===== config.mk =====
export PLATFORM = sky130hd
export DESIGN_NAME = ppd_port_ctrl
export DESIGN_NICKNAME = d
export VERILOG_FILES = /design/src/rtl/ppd_pkg.sv /design/src/rtl/ppd_port_ctrl.sv /design/src/rtl/ppd_pad_decode.sv /design/src/rtl/ppd_sync.sv
export SDC_FILE = /design/constraint.sdc
export NUM_CORES = 1
export LEC_CHECK = 0
export ABC_CLOCK_PERIOD_IN_PS = 1690
export BUFFER_PORTS_ARGS = -buffer_cell sky130_fd_sc_hd__buf_2
export CAP_MARGIN = 20
export CORE_ASPECT_RATIO = 0.7
export CORE_MARGIN = 4
export CORE_UTILIZATION = 36
export CTS_BUF_LIST = sky130_fd_sc_hd__clkbuf_8
export DETAILED_ROUTE_END_ITERATION = 8
export SYNTH_ARGS = -nofsm -noshare
export SYNTH_HDL_FRONTEND = slang
export SYNTH_SLANG_ARGS = --single-unit

===== constraint.sdc =====
create_clock -name ref_clk -period 1.69 [get_ports ref_clk]
set_input_delay 0 -clock ref_clk [delete_from_list [all_inputs] [get_ports ref_clk]]
set_output_delay 0 -clock ref_clk [all_outputs]
set_load 0.005 [all_outputs]

===== src/rtl/ppd_pkg.sv =====
// package for the port pad direction control block
package ppd_pkg;
	localparam int PIN_COUNT = 8;
	localparam int ADDR_W = 16;
	localparam logic [15:0] ADDR_DATA = 16'hF230;
	localparam logic [15:0] ADDR_DIR = 16'hF231;
	localparam logic [15:0] ADDR_CFG_LOW = 16'hF232;
	localparam logic [15:0] ADDR_CFG_HIGH = 16'hF233;
	localparam logic [7:0] DATA_RESET = 8'h00;
	localparam logic [7:0] DIR_RESET = 8'h00;
	localparam logic [15:0] CFG_RESET = 16'h0000;
	localparam int CFG_HIGH_BASE = 8;
	localparam logic [1:0] FIELD_HIZ = 2'h0;
	localparam logic [1:0] FIELD_LOW_OPT = 2'h1;
	localparam logic [1:0] FIELD_HIGH_OPT = 2'h2;
	localparam logic [1:0] FIELD_FULL = 2'h3;
	localparam logic DIR_OUTPUT = 1'h0;

	typedef enum {
		PPD_HIZ,
		PPD_PCH_OD,
		PPD_NCH_OD,
		PPD_CMOS,
		PPD_IN_PLAIN,
		PPD_IN_PULLDOWN,
		PPD_IN_PULLUP
	} ppd_mode_t;

	// register bus request
	typedef struct packed {
		logic [15:0] addr;
		logic [15:0] wdata;
		logic wr;
		logic rd;
		logic halfword;
	} ppd_bus_req_t;

	// per-pin pad cell controls
	typedef struct packed {
		logic drive_value;
		logic output_enable_n;
		logic pull_up_en;
		logic pull_down_en;
	} ppd_pad_ctrl_t;
endpackage


===== src/rtl/ppd_port_ctrl.sv =====
// port direction and pad configuration top level
// Behaviour
// - each direction bit steers its own pin, zero meaning output and one meaning input.
// - the 8-bit direction register sits at 0xF231, is fully read/write and resets to zero.
// - the 16-bit pad config register sits at 0xF232, takes byte or halfword access and resets to zero.
// - a pin's pad field is low byte bit n as its low bit and high byte bit n+8 as its high bit.
// - in output mode fields 00,01,10,11 give high-z, P-channel open drain, N-channel open drain, push-pull.
// - in input mode fields 00 and 11 give plain input, 01 a pull-down and 10 a pull-up.
// - the direction bit of each pin picks which meaning its pad field has.
// - in output mode a pin's drive value follows its data register bit, which reads back as written.
// - in input mode a data register read returns the sampled pin level.
//
// Local design decision: strobed register access.
`timescale 1ns/1ps
module ppd_port_ctrl (
	input wire logic ref_clk,
	input wire logic reset,
	input ppd_pkg::ppd_bus_req_t bus_req,
	output logic [15:0] bus_rdata,
	input wire logic [7:0] pin_in,
	output logic [7:0] pin_out,
	output logic [7:0] pin_oe_n,
	output logic [7:0] pull_up_en,
	output logic [7:0] pull_down_en
);
	logic [7:0] port_data_reg;
	logic [7:0] pin_direction_reg;
	logic [7:0] pad_config_low_byte;
	logic [7:0] pad_config_high_byte;
	logic [15:0] rdata_reg;
	logic [15:0] rdata_next;
	logic [7:0] pin_level;
	ppd_pkg::ppd_pad_ctrl_t pad_ctrl [ppd_pkg::PIN_COUNT];
	logic [7:0] out_reg;
	logic [7:0] oe_n_reg;
	logic [7:0] pu_reg;
	logic [7:0] pd_reg;

	function automatic logic hit(input ppd_pkg::ppd_bus_req_t r, input logic [15:0] a);
		hit = (r.addr == a);
	endfunction

	wire wr_data;
	wire wr_dir;
	wire wr_cfg_low;
	wire wr_cfg_high;
	assign wr_data = bus_req.wr && hit(bus_req, ppd_pkg::ADDR_DATA);
	assign wr_dir = bus_req.wr && hit(bus_req, ppd_pkg::ADDR_DIR);
	assign wr_cfg_low = bus_req.wr && hit(bus_req, ppd_pkg::ADDR_CFG_LOW);
	assign wr_cfg_high = bus_req.wr && (hit(bus_req, ppd_pkg::ADDR_CFG_HIGH) ||
		(bus_req.halfword && hit(bus_req, ppd_pkg::ADDR_CFG_LOW)));
	wire [7:0] high_wdata;
	assign high_wdata = (bus_req.halfword && hit(bus_req, ppd_pkg::ADDR_CFG_LOW)) ?
		bus_req.wdata[15:8] : bus_req.wdata[7:0];

	ppd_sync u_sync (
		.ref_clk(ref_clk),
		.reset(reset),
		.async_in(pin_in),
		.sync_out(pin_level)
	);

	// data read: written value on outputs, pin level on inputs
	wire [7:0] data_view;
	assign data_view = (port_data_reg & ~pin_direction_reg) | (pin_level & pin_direction_reg);

	always_comb begin
		rdata_next = 16'h0000;
		if (bus_req.rd) begin
			if (hit(bus_req, ppd_pkg::ADDR_DATA))
				rdata_next = {8'h00, data_view};
			else if (hit(bus_req, ppd_pkg::ADDR_DIR))
				rdata_next = {8'h00, pin_direction_reg};
			else if (hit(bus_req, ppd_pkg::ADDR_CFG_LOW))
				rdata_next = bus_req.halfword ? {pad_config_high_byte, pad_config_low_byte} :
					{8'h00, pad_config_low_byte};
			else if (hit(bus_req, ppd_pkg::ADDR_CFG_HIGH))
				rdata_next = {8'h00, pad_config_high_byte};
		end
	end

	always_ff @(posedge ref_clk) begin
		if (reset) begin
			port_data_reg <= ppd_pkg::DATA_RESET;
			pin_direction_reg <= ppd_pkg::DIR_RESET;
			pad_config_low_byte <= ppd_pkg::CFG_RESET[7:0];
			pad_config_high_byte <= ppd_pkg::CFG_RESET[15:8];
			rdata_reg <= 16'h0000;
		end else begin
			if (wr_data)
				port_data_reg <= bus_req.wdata[7:0];
			if (wr_dir)
				pin_direction_reg <= bus_req.wdata[7:0];
			if (wr_cfg_low)
				pad_config_low_byte <= bus_req.wdata[7:0];
			if (wr_cfg_high)
				pad_config_high_byte <= high_wdata;
			rdata_reg <= rdata_next;
		end
	end
	assign bus_rdata = rdata_reg;

	// per-pin decode; pin n takes config bits n and n+8
	genvar n;
	generate
		for (n = 0; n < ppd_pkg::PIN_COUNT; n++) begin : g_pin
			ppd_pad_decode u_dec (
				.dir_bit(pin_direction_reg[n]),
				.pad_field({pad_config_high_byte[n], pad_config_low_byte[n]}),
				.data_bit(port_data_reg[n]),
				.pad_ctrl(pad_ctrl[n])
			);
		end
	endgenerate

	logic [7:0] out_next;
	logic [7:0] oe_n_next;
	logic [7:0] pu_next;
	logic [7:0] pd_next;
	always_comb begin
		for (int i = 0; i < ppd_pkg::PIN_COUNT; i++) begin
			out_next[i] = pad_ctrl[i].drive_value;
			oe_n_next[i] = pad_ctrl[i].output_enable_n;
			pu_next[i] = pad_ctrl[i].pull_up_en;
			pd_next[i] = pad_ctrl[i].pull_down_en;
		end
	end

	// pad controls registered so every output comes from a flip-flop
	always_ff @(posedge ref_clk) begin
		if (reset) begin
			out_reg <= 8'h00;
			oe_n_reg <= 8'hFF;
			pu_reg <= 8'h00;
			pd_reg <= 8'h00;
		end else begin
			out_reg <= out_next;
			oe_n_reg <= oe_n_next;
			pu_reg <= pu_next;
			pd_reg <= pd_next;
		end
	end
	assign pin_out = out_reg;
	assign pin_oe_n = oe_n_reg;
	assign pull_up_en = pu_reg;
	assign pull_down_en = pd_reg;

	a_dir_reset_value: assert property (@(posedge ref_clk) $past(reset) |-> pin_direction_reg == 8'h00)
		else $error("direction not cleared by reset");
	a_dir_write_back: assert property (@(posedge ref_clk) disable iff (reset)
		wr_dir ##1 bus_req.rd && hit(bus_req, ppd_pkg::ADDR_DIR) |=> bus_rdata[7:0] == $past(pin_direction_reg, 1))
		else $error("direction readback wrong");
	a_cfg_half_write: assert property (@(posedge ref_clk) disable iff (reset)
		bus_req.wr && bus_req.halfword && hit(bus_req, ppd_pkg::ADDR_CFG_LOW)
		|=> {pad_config_high_byte, pad_config_low_byte} == $past(bus_req.wdata))
		else $error("halfword config write lost");
	a_input_no_drive: assert property (@(posedge ref_clk) disable iff (reset)
		pin_direction_reg[0] |=> pin_oe_n[0])
		else $error("input pin driven");
	a_pull_up_sel: assert property (@(posedge ref_clk) disable iff (reset)
		pin_direction_reg[1] && {pad_config_high_byte[1], pad_config_low_byte[1]} == 2'h2 |=> pull_up_en[1] && !pull_down_en[1])
		else $error("pull-up not selected");
	a_cmos_drive: assert property (@(posedge ref_clk) disable iff (reset)
		!pin_direction_reg[2] && pad_config_high_byte[2] && pad_config_low_byte[2]
		|=> !pin_oe_n[2] && pin_out[2] == $past(port_data_reg[2]))
		else $error("push-pull pin not driven");
	a_nch_one_float: assert property (@(posedge ref_clk) disable iff (reset)
		!pin_direction_reg[3] && pad_config_high_byte[3] && !pad_config_low_byte[3] && port_data_reg[3]
		|=> pin_oe_n[3])
		else $error("n-channel drove a one");
	a_pch_zero_float: assert property (@(posedge ref_clk) disable iff (reset)
		!pin_direction_reg[4] && !pad_config_high_byte[4] && pad_config_low_byte[4] && !port_data_reg[4]
		|=> pin_oe_n[4])
		else $error("p-channel drove a zero");
	a_out_no_pull: assert property (@(posedge ref_clk) disable iff (reset)
		!pin_direction_reg[5] |=> !pull_up_en[5] && !pull_down_en[5])
		else $error("pull active on output");
	a_data_read_out: assert property (@(posedge ref_clk) disable iff (reset)
		bus_req.rd && hit(bus_req, ppd_pkg::ADDR_DATA) && !pin_direction_reg[6]
		|=> bus_rdata[6] == $past(port_data_reg[6]))
		else $error("data readback wrong");

	// register bus and pad reset checks
	a_cfg_low_byte: assert property (@(posedge ref_clk) disable iff (reset)
		bus_req.wr && !bus_req.halfword && hit(bus_req, ppd_pkg::ADDR_CFG_LOW)
		|=> pad_config_low_byte == $past(bus_req.wdata[7:0]))
		else $error("config low byte write lost");
	a_cfg_byte_keep: assert property (@(posedge ref_clk) disable iff (reset)
		bus_req.wr && !bus_req.halfword && hit(bus_req, ppd_pkg::ADDR_CFG_LOW)
		|=> pad_config_high_byte == $past(pad_config_high_byte))
		else $error("config high byte hit by byte write");
	a_cfg_high_byte: assert property (@(posedge ref_clk) disable iff (reset)
		bus_req.wr && hit(bus_req, ppd_pkg::ADDR_CFG_HIGH)
		|=> pad_config_high_byte == $past(bus_req.wdata[7:0]))
		else $error("config high byte write lost");
	a_cfg_half_read: assert property (@(posedge ref_clk) disable iff (reset)
		bus_req.rd && bus_req.halfword && hit(bus_req, ppd_pkg::ADDR_CFG_LOW)
		|=> bus_rdata == $past({pad_config_high_byte, pad_config_low_byte}))
		else $error("config halfword read wrong");
	a_cfg_low_read: assert property (@(posedge ref_clk) disable iff (reset)
		bus_req.rd && !bus_req.halfword && hit(bus_req, ppd_pkg::ADDR_CFG_LOW)
		|=> bus_rdata == {8'h00, $past(pad_config_low_byte)})
		else $error("config low byte read wrong");
	a_cfg_high_read: assert property (@(posedge ref_clk) disable iff (reset)
		bus_req.rd && hit(bus_req, ppd_pkg::ADDR_CFG_HIGH)
		|=> bus_rdata == {8'h00, $past(pad_config_high_byte)})
		else $error("config high byte read wrong");
	a_cfg_reset_zero: assert property (@(posedge ref_clk)
		reset |=> {pad_config_high_byte, pad_config_low_byte} == ppd_pkg::CFG_RESET)
		else $error("config not cleared by reset");
	a_dir_write: assert property (@(posedge ref_clk) disable iff (reset)
		wr_dir
		|=> pin_direction_reg == $past(bus_req.wdata[7:0]))
		else $error("direction write lost");
	a_dir_read: assert property (@(posedge ref_clk) disable iff (reset)
		bus_req.rd && hit(bus_req, ppd_pkg::ADDR_DIR)
		|=> bus_rdata == {8'h00, $past(pin_direction_reg)})
		else $error("direction read wrong");
	a_unmapped_read_zero: assert property (@(posedge ref_clk) disable iff (reset)
		bus_req.rd && !hit(bus_req, ppd_pkg::ADDR_DATA) && !hit(bus_req, ppd_pkg::ADDR_DIR) &&
		!hit(bus_req, ppd_pkg::ADDR_CFG_LOW) && !hit(bus_req, ppd_pkg::ADDR_CFG_HIGH)
		|=> bus_rdata == 16'h0000)
		else $error("unmapped read not zero");
	a_idle_rdata_zero: assert property (@(posedge ref_clk) disable iff (reset)
		!bus_req.rd |=> bus_rdata == 16'h0000)
		else $error("read data outside read cycle");
	a_data_write: assert property (@(posedge ref_clk) disable iff (reset)
		wr_data
		|=> port_data_reg == $past(bus_req.wdata[7:0]))
		else $error("data write lost");
	a_data_keep: assert property (@(posedge ref_clk) disable iff (reset)
		!wr_data
		|=> port_data_reg == $past(port_data_reg))
		else $error("data register changed unasked");
	a_data_reset_zero: assert property (@(posedge ref_clk)
		reset |=> port_data_reg == ppd_pkg::DATA_RESET)
		else $error("data not cleared by reset");
	a_pad_reset_idle: assert property (@(posedge ref_clk)
		reset |=> pin_oe_n == 8'hFF && pull_up_en == 8'h00 && pull_down_en == 8'h00)
		else $error("pads active after reset");

	// per-pin pad checks
	generate
		for (n = 0; n < ppd_pkg::PIN_COUNT; n++) begin : g_pin_chk
			wire [1:0] fld;
			assign fld = {pad_config_high_byte[n], pad_config_low_byte[n]};
			a_in_no_drive: assert property (@(posedge ref_clk) disable iff (reset)
				pin_direction_reg[n]
				|=> pin_oe_n[n])
				else $error("input pin driven");
			a_out_pull_off: assert property (@(posedge ref_clk) disable iff (reset)
				!pin_direction_reg[n]
				|=> !pull_up_en[n] && !pull_down_en[n])
				else $error("pull active on output");
			a_in_pull_down: assert property (@(posedge ref_clk) disable iff (reset)
				pin_direction_reg[n] && fld == ppd_pkg::FIELD_LOW_OPT
				|=> pull_down_en[n] && !pull_up_en[n])
				else $error("pull-down not selected");
			a_in_pull_up: assert property (@(posedge ref_clk) disable iff (reset)
				pin_direction_reg[n] && fld == ppd_pkg::FIELD_HIGH_OPT
				|=> pull_up_en[n] && !pull_down_en[n])
				else $error("pull-up not selected");
			a_in_plain_float: assert property (@(posedge ref_clk) disable iff (reset)
				pin_direction_reg[n] && (fld == ppd_pkg::FIELD_HIZ || fld == ppd_pkg::FIELD_FULL)
				|=> !pull_up_en[n] && !pull_down_en[n])
				else $error("plain input has a pull");
			a_out_hiz_float: assert property (@(posedge ref_clk) disable iff (reset)
				!pin_direction_reg[n] && fld == ppd_pkg::FIELD_HIZ
				|=> pin_oe_n[n])
				else $error("high-z output driven");
			a_pch_drive_high: assert property (@(posedge ref_clk) disable iff (reset)
				!pin_direction_reg[n] && fld == ppd_pkg::FIELD_LOW_OPT && port_data_reg[n]
				|=> !pin_oe_n[n] && pin_out[n])
				else $error("p-channel did not drive high");
			a_nch_drive_low: assert property (@(posedge ref_clk) disable iff (reset)
				!pin_direction_reg[n] && fld == ppd_pkg::FIELD_HIGH_OPT && !port_data_reg[n]
				|=> !pin_oe_n[n] && !pin_out[n])
				else $error("n-channel did not drive low");
			a_cmos_follow: assert property (@(posedge ref_clk) disable iff (reset)
				!pin_direction_reg[n] && fld == ppd_pkg::FIELD_FULL
				|=> !pin_oe_n[n] && pin_out[n] == $past(port_data_reg[n]))
				else $error("push-pull pin not driven");
			a_pin_out_data: assert property (@(posedge ref_clk) disable iff (reset)
				!pin_direction_reg[n]
				|=> pin_out[n] == $past(port_data_reg[n]))
				else $error("pin drive value wrong");
			a_in_read_level: assert property (@(posedge ref_clk) disable iff (reset)
				bus_req.rd && hit(bus_req, ppd_pkg::ADDR_DATA) && pin_direction_reg[n]
				|=> bus_rdata[n] == $past(pin_level[n]))
				else $error("input level read wrong");
		end
	endgenerate
endmodule


===== src/rtl/ppd_pad_decode.sv =====
// one pin's pad mode decode
`timescale 1ns/1ps
module ppd_pad_decode (
	input wire logic dir_bit,
	input wire logic [1:0] pad_field,
	input wire logic data_bit,
	output ppd_pkg::ppd_pad_ctrl_t pad_ctrl
);
	ppd_pkg::ppd_mode_t mode;
	wire is_output;
	assign is_output = (dir_bit == ppd_pkg::DIR_OUTPUT);

	always_comb begin
		mode = ppd_pkg::PPD_HIZ;
		if (is_output) begin
			unique case (pad_field)
				ppd_pkg::FIELD_HIZ: mode = ppd_pkg::PPD_HIZ;
				ppd_pkg::FIELD_LOW_OPT: mode = ppd_pkg::PPD_PCH_OD;
				ppd_pkg::FIELD_HIGH_OPT: mode = ppd_pkg::PPD_NCH_OD;
				ppd_pkg::FIELD_FULL: mode = ppd_pkg::PPD_CMOS;
			endcase
		end else begin
			unique case (pad_field)
				ppd_pkg::FIELD_LOW_OPT: mode = ppd_pkg::PPD_IN_PULLDOWN;
				ppd_pkg::FIELD_HIGH_OPT: mode = ppd_pkg::PPD_IN_PULLUP;
				ppd_pkg::FIELD_HIZ, ppd_pkg::FIELD_FULL: mode = ppd_pkg::PPD_IN_PLAIN;
			endcase
		end
	end

	// open drain modes enable only one driver
	wire drive_on;
	assign drive_on = (mode == ppd_pkg::PPD_CMOS) ||
		(mode == ppd_pkg::PPD_PCH_OD && data_bit) ||
		(mode == ppd_pkg::PPD_NCH_OD && !data_bit);
	// one driver for the whole struct
	assign pad_ctrl = '{
		drive_value: data_bit,
		output_enable_n: !drive_on,
		pull_up_en: (mode == ppd_pkg::PPD_IN_PULLUP),
		pull_down_en: (mode == ppd_pkg::PPD_IN_PULLDOWN)
	};
endmodule


===== src/rtl/ppd_sync.sv =====
// three-stage synchroniser for the pin inputs
`timescale 1ns/1ps
module ppd_sync (
	input wire logic ref_clk,
	input wire logic reset,
	input wire logic [7:0] async_in,
	output logic [7:0] sync_out
);
	logic [7:0] meta_reg;
	logic [7:0] stage2_reg;
	logic [7:0] stage3_reg;
	logic [7:0] level_reg;
	wire [7:0] agree;
	assign agree = ~(stage2_reg ^ stage3_reg);

	always_ff @(posedge ref_clk) begin
		if (reset) begin
			meta_reg <= 8'h00;
			stage2_reg <= 8'h00;
			stage3_reg <= 8'h00;
			level_reg <= 8'h00;
		end else begin
			meta_reg <= async_in;
			stage2_reg <= meta_reg;
			stage3_reg <= stage2_reg;
			level_reg <= (agree & stage3_reg) | (~agree & level_reg);
		end
	end
	assign sync_out = level_reg;
endmodule


==> results.sh <==
export IMPL_synth_nets=426
export IMPL_insertion_delay_ps=370
export IMPL_cts_buffer_depth=2
export IMPL_first_pass_iters=4
export IMPL_required_ps=1980
export IMPL_p_leak_nw=2.20
export IMPL_outcome="finished, final reports clean"
export IMPL_io_pins=93
export IMPL_grt_pass1_vias=3097
export IMPL_finalCritPeriodShare_pct=72.7
export IMPL_rsz0062_at_grt="no"
export IMPL_final_nets=545
export IMPL_cts_buffers=9
export IMPL_wl_per_cell_um=14.4
export IMPL_ys_seq_area_share_pct=54.9
export IMPL_rr_startpoint="pad_config_high_byte[0]$_SDFFE_PP0P_"
export IMPL_yosysTopAreaCell="dfxtp_1"
export IMPL_critPathLaunchType="input pin"
export IMPL_mostFrequentLayoutCells="dfxtp_1 (112), buf_2 (92), mux2i_1 (48), o21ai_0 (40), nor2b_1 (32)"
export IMPL_layout_min_cycle_time_ps=1230
export IMPL_synth_distinct_cells=27
export IMPL_final_common_cell="dfxtp_1"
export IMPL_dr_first_iter_drc_count=156
export IMPL_fmax_mhz=814
export IMPL_antenna_found_initial=0
export IMPL_htreeDepth=3
export IMPL_drv_cap=0
export IMPL_clock_sinks=112
export IMPL_postSynthRegisterBits=112
export IMPL_cp_max_fo=8
export IMPL_start_util_pct=37.0
export IMPL_dpl_cell_area_um2=4780
export IMPL_cp_end_kind="flip-flop"
export IMPL_fin_skew_ps=6.58
export IMPL_hold_ws_ps=31.7
export IMPL_crit_start="bus_req[22]"
export IMPL_drc=0
export IMPL_cts_resized=0
export IMPL_n_fill_cell=1069
export IMPL_power_density_nw_per_um2=867
export IMPL_fin_ws_ps=462
export IMPL_place_hpwl_mm=6.81
export IMPL_fin_util_pct=46.6
export IMPL_vias_per_cell=4.64
export IMPL_relSlewSlack_pct=65.7
export IMPL_ys_warn_count=0
export IMPL_io_buffers=92
export IMPL_arrival_ps=1520
export IMPL_total_power_mw=4.47
export IMPL_dpl_cell_count=624
export IMPL_worst_slew_pin_slew_ps=514
export IMPL_totalWireLength_mm=9.47
export IMPL_syn_area_per_cell_um2=10.7
export IMPL_grt_max_degree=32
export IMPL_via_count=3050
export IMPL_dieArea_um2=13200
export IMPL_ff2ff_setup_slack_ps=670
export IMPL_fin_area_um2=5150
export IMPL_hold_start="bus_req[17]"
export IMPL_path_class="input pin to flip-flop"
export IMPL_rows=32
export IMPL_ir_drop_mv=0.486
export IMPL_synthCells=381
export IMPL_core_um2=11100
export IMPL_tns_ps=0
export IMPL_final_layout_size_suffix_gt1_share_pct=27.7
export IMPL_post_place_ws_ps=85.2
export IMPL_crit_path_end="bus_rdata[0]$_SDFF_PP0_"
export IMPL_cts_root_buf="clkbuf_8"
export IMPL_synth_area_um2=4090
export IMPL_finalNonFillerCells=658
export IMPL_final_antenna_net_count=0
export IMPL_drv_slew=0
export IMPL_hp_class="input pin to flip-flop"
export IMPL_dieHeight_um=97.2
export IMPL_finalHoldViolations=0
export IMPL_largest_reg_flops=16
export IMPL_grt_overflow_total=0
export IMPL_grt_pass1_wl_mm=15.6
export IMPL_track_usage_pct=15.0
export IMPL_synthToLayoutAreaGrowth_pct=26.1
export IMPL_r2r_end="bus_rdata[0]$_SDFF_PP0_"
export IMPL_cts_tree="yes"
export IMPL_die_x_um=135
export IMPL_reg2regPathDepth=4
export IMPL_clk_pin_slew_ps=100
export IMPL_place_gp_congestion=0.792
export IMPL_setup_violations=0
export IMPL_synth_top_cell_area_share_pct=54.9
export IMPL_insertedDiodeCount=0
export IMPL_synth_area_leaders="dfxtp_1 (55%), mux2i_1 (12%), o21ai_0 (5.0%)"
==> layer usage <==
layer	global-route usage [%]	vias up	wire, um	share of wire, %
li1	-	1548	-	-
met1	20.9	1410	4680	49
met2	22.3	81	4130	44
met3	4.61	11	494	5.2
met4	4.65	0	166	1.8
met5	0	-	0	0
==> cell families (layout without fill, tap and decap cells) <==
kind of cell           count (synthesis)  count (layout)  synth area share (%)
and+or+nand+nor                      128             128                  21.0
DFF                                  112             112                  54.9
AOI/OAI and AO/OA                     65              65                  9.43
muxes                                 48              48                  11.8
buffers and inverters                 28             152                  2.97
==> critical path: stages <==
cell	delay [ps]
buf_2	110
nor4_4	380
nand4_2	210
or3_1	580
a211oi_2	240
==> cell type report <==
cell class / count / area, um^2 / share of cell area (%)
Timing Repair Buffer: 127 / 766 / 14.9
Sequential cell: 112 / 2240 / 43.5
Multi-Input combinational cell: 241 / 1720 / 33.5
Clock inverter: 7 / 72.6 / 1.41
Clock buffer: 9 / 124 / 2.40
Tap cell: 153 / 191 / 3.71
Inverter: 9 / 33.8 / 0.655
==> report_power, final <==
group	total (mW)	switching [mW]	internal, mW
Combinational	0.237	0.117	0.120
Sequential	2.67	0.00862	2.66
Clock	1.57	0.877	0.688
Total	4.47	1.00	3.47
==> worst min-delay path by stage <==
stage / end / slack (ps) / cells after the start
after floorplan: u_sync.meta_reg[0]$_SDFF_PP0_ / 130 / 1
after global placement: u_sync.meta_reg[0]$_SDFF_PP0_ / 210 / 2
after detailed placement: u_sync.meta_reg[0]$_SDFF_PP0_ / 210 / 2
after CTS: pad_config_high_byte[4]$_SDFFE_PP0P_ / 8 / 4
after global routing: pad_config_high_byte[6]$_SDFFE_PP0P_ / 70 / 4
final: pad_config_high_byte[6]$_SDFFE_PP0P_ / 30 / 4
==> cell usage after synthesis <==
cell type  instances
clkbuf_2           1
nor3_4             2
nand2b_1          26
nor4_2             1
buf_4              1
nand3b_1           2
and3_1             1
inv_1              9
and4_1             1
nor4_4             1
clkbuf_1          13
o21ai_0           41
nand4_2            1
or3_1             17
nor2b_1           32
and2_1             9
and4b_1            1
mux2i_1           48
nor3b_1           16
nand4_4            1
nand2_1           16
a21oi_1           16
buf_6              1
a211oi_2           8
buf_2              3
and4bb_2           1
dfxtp_1          112
==> what timing repair did <==
| item | in CTS | in global routing |
|---|---|---|
| endpoints found under the setup margin | 0 | 0 |
| buffers inserted | 0 | 0 |
| hold buffers | 17 | 0 |
| hold endpoints to repair | 33 | 0 |
Note: power is estimated with default switching activity, not from simulation.
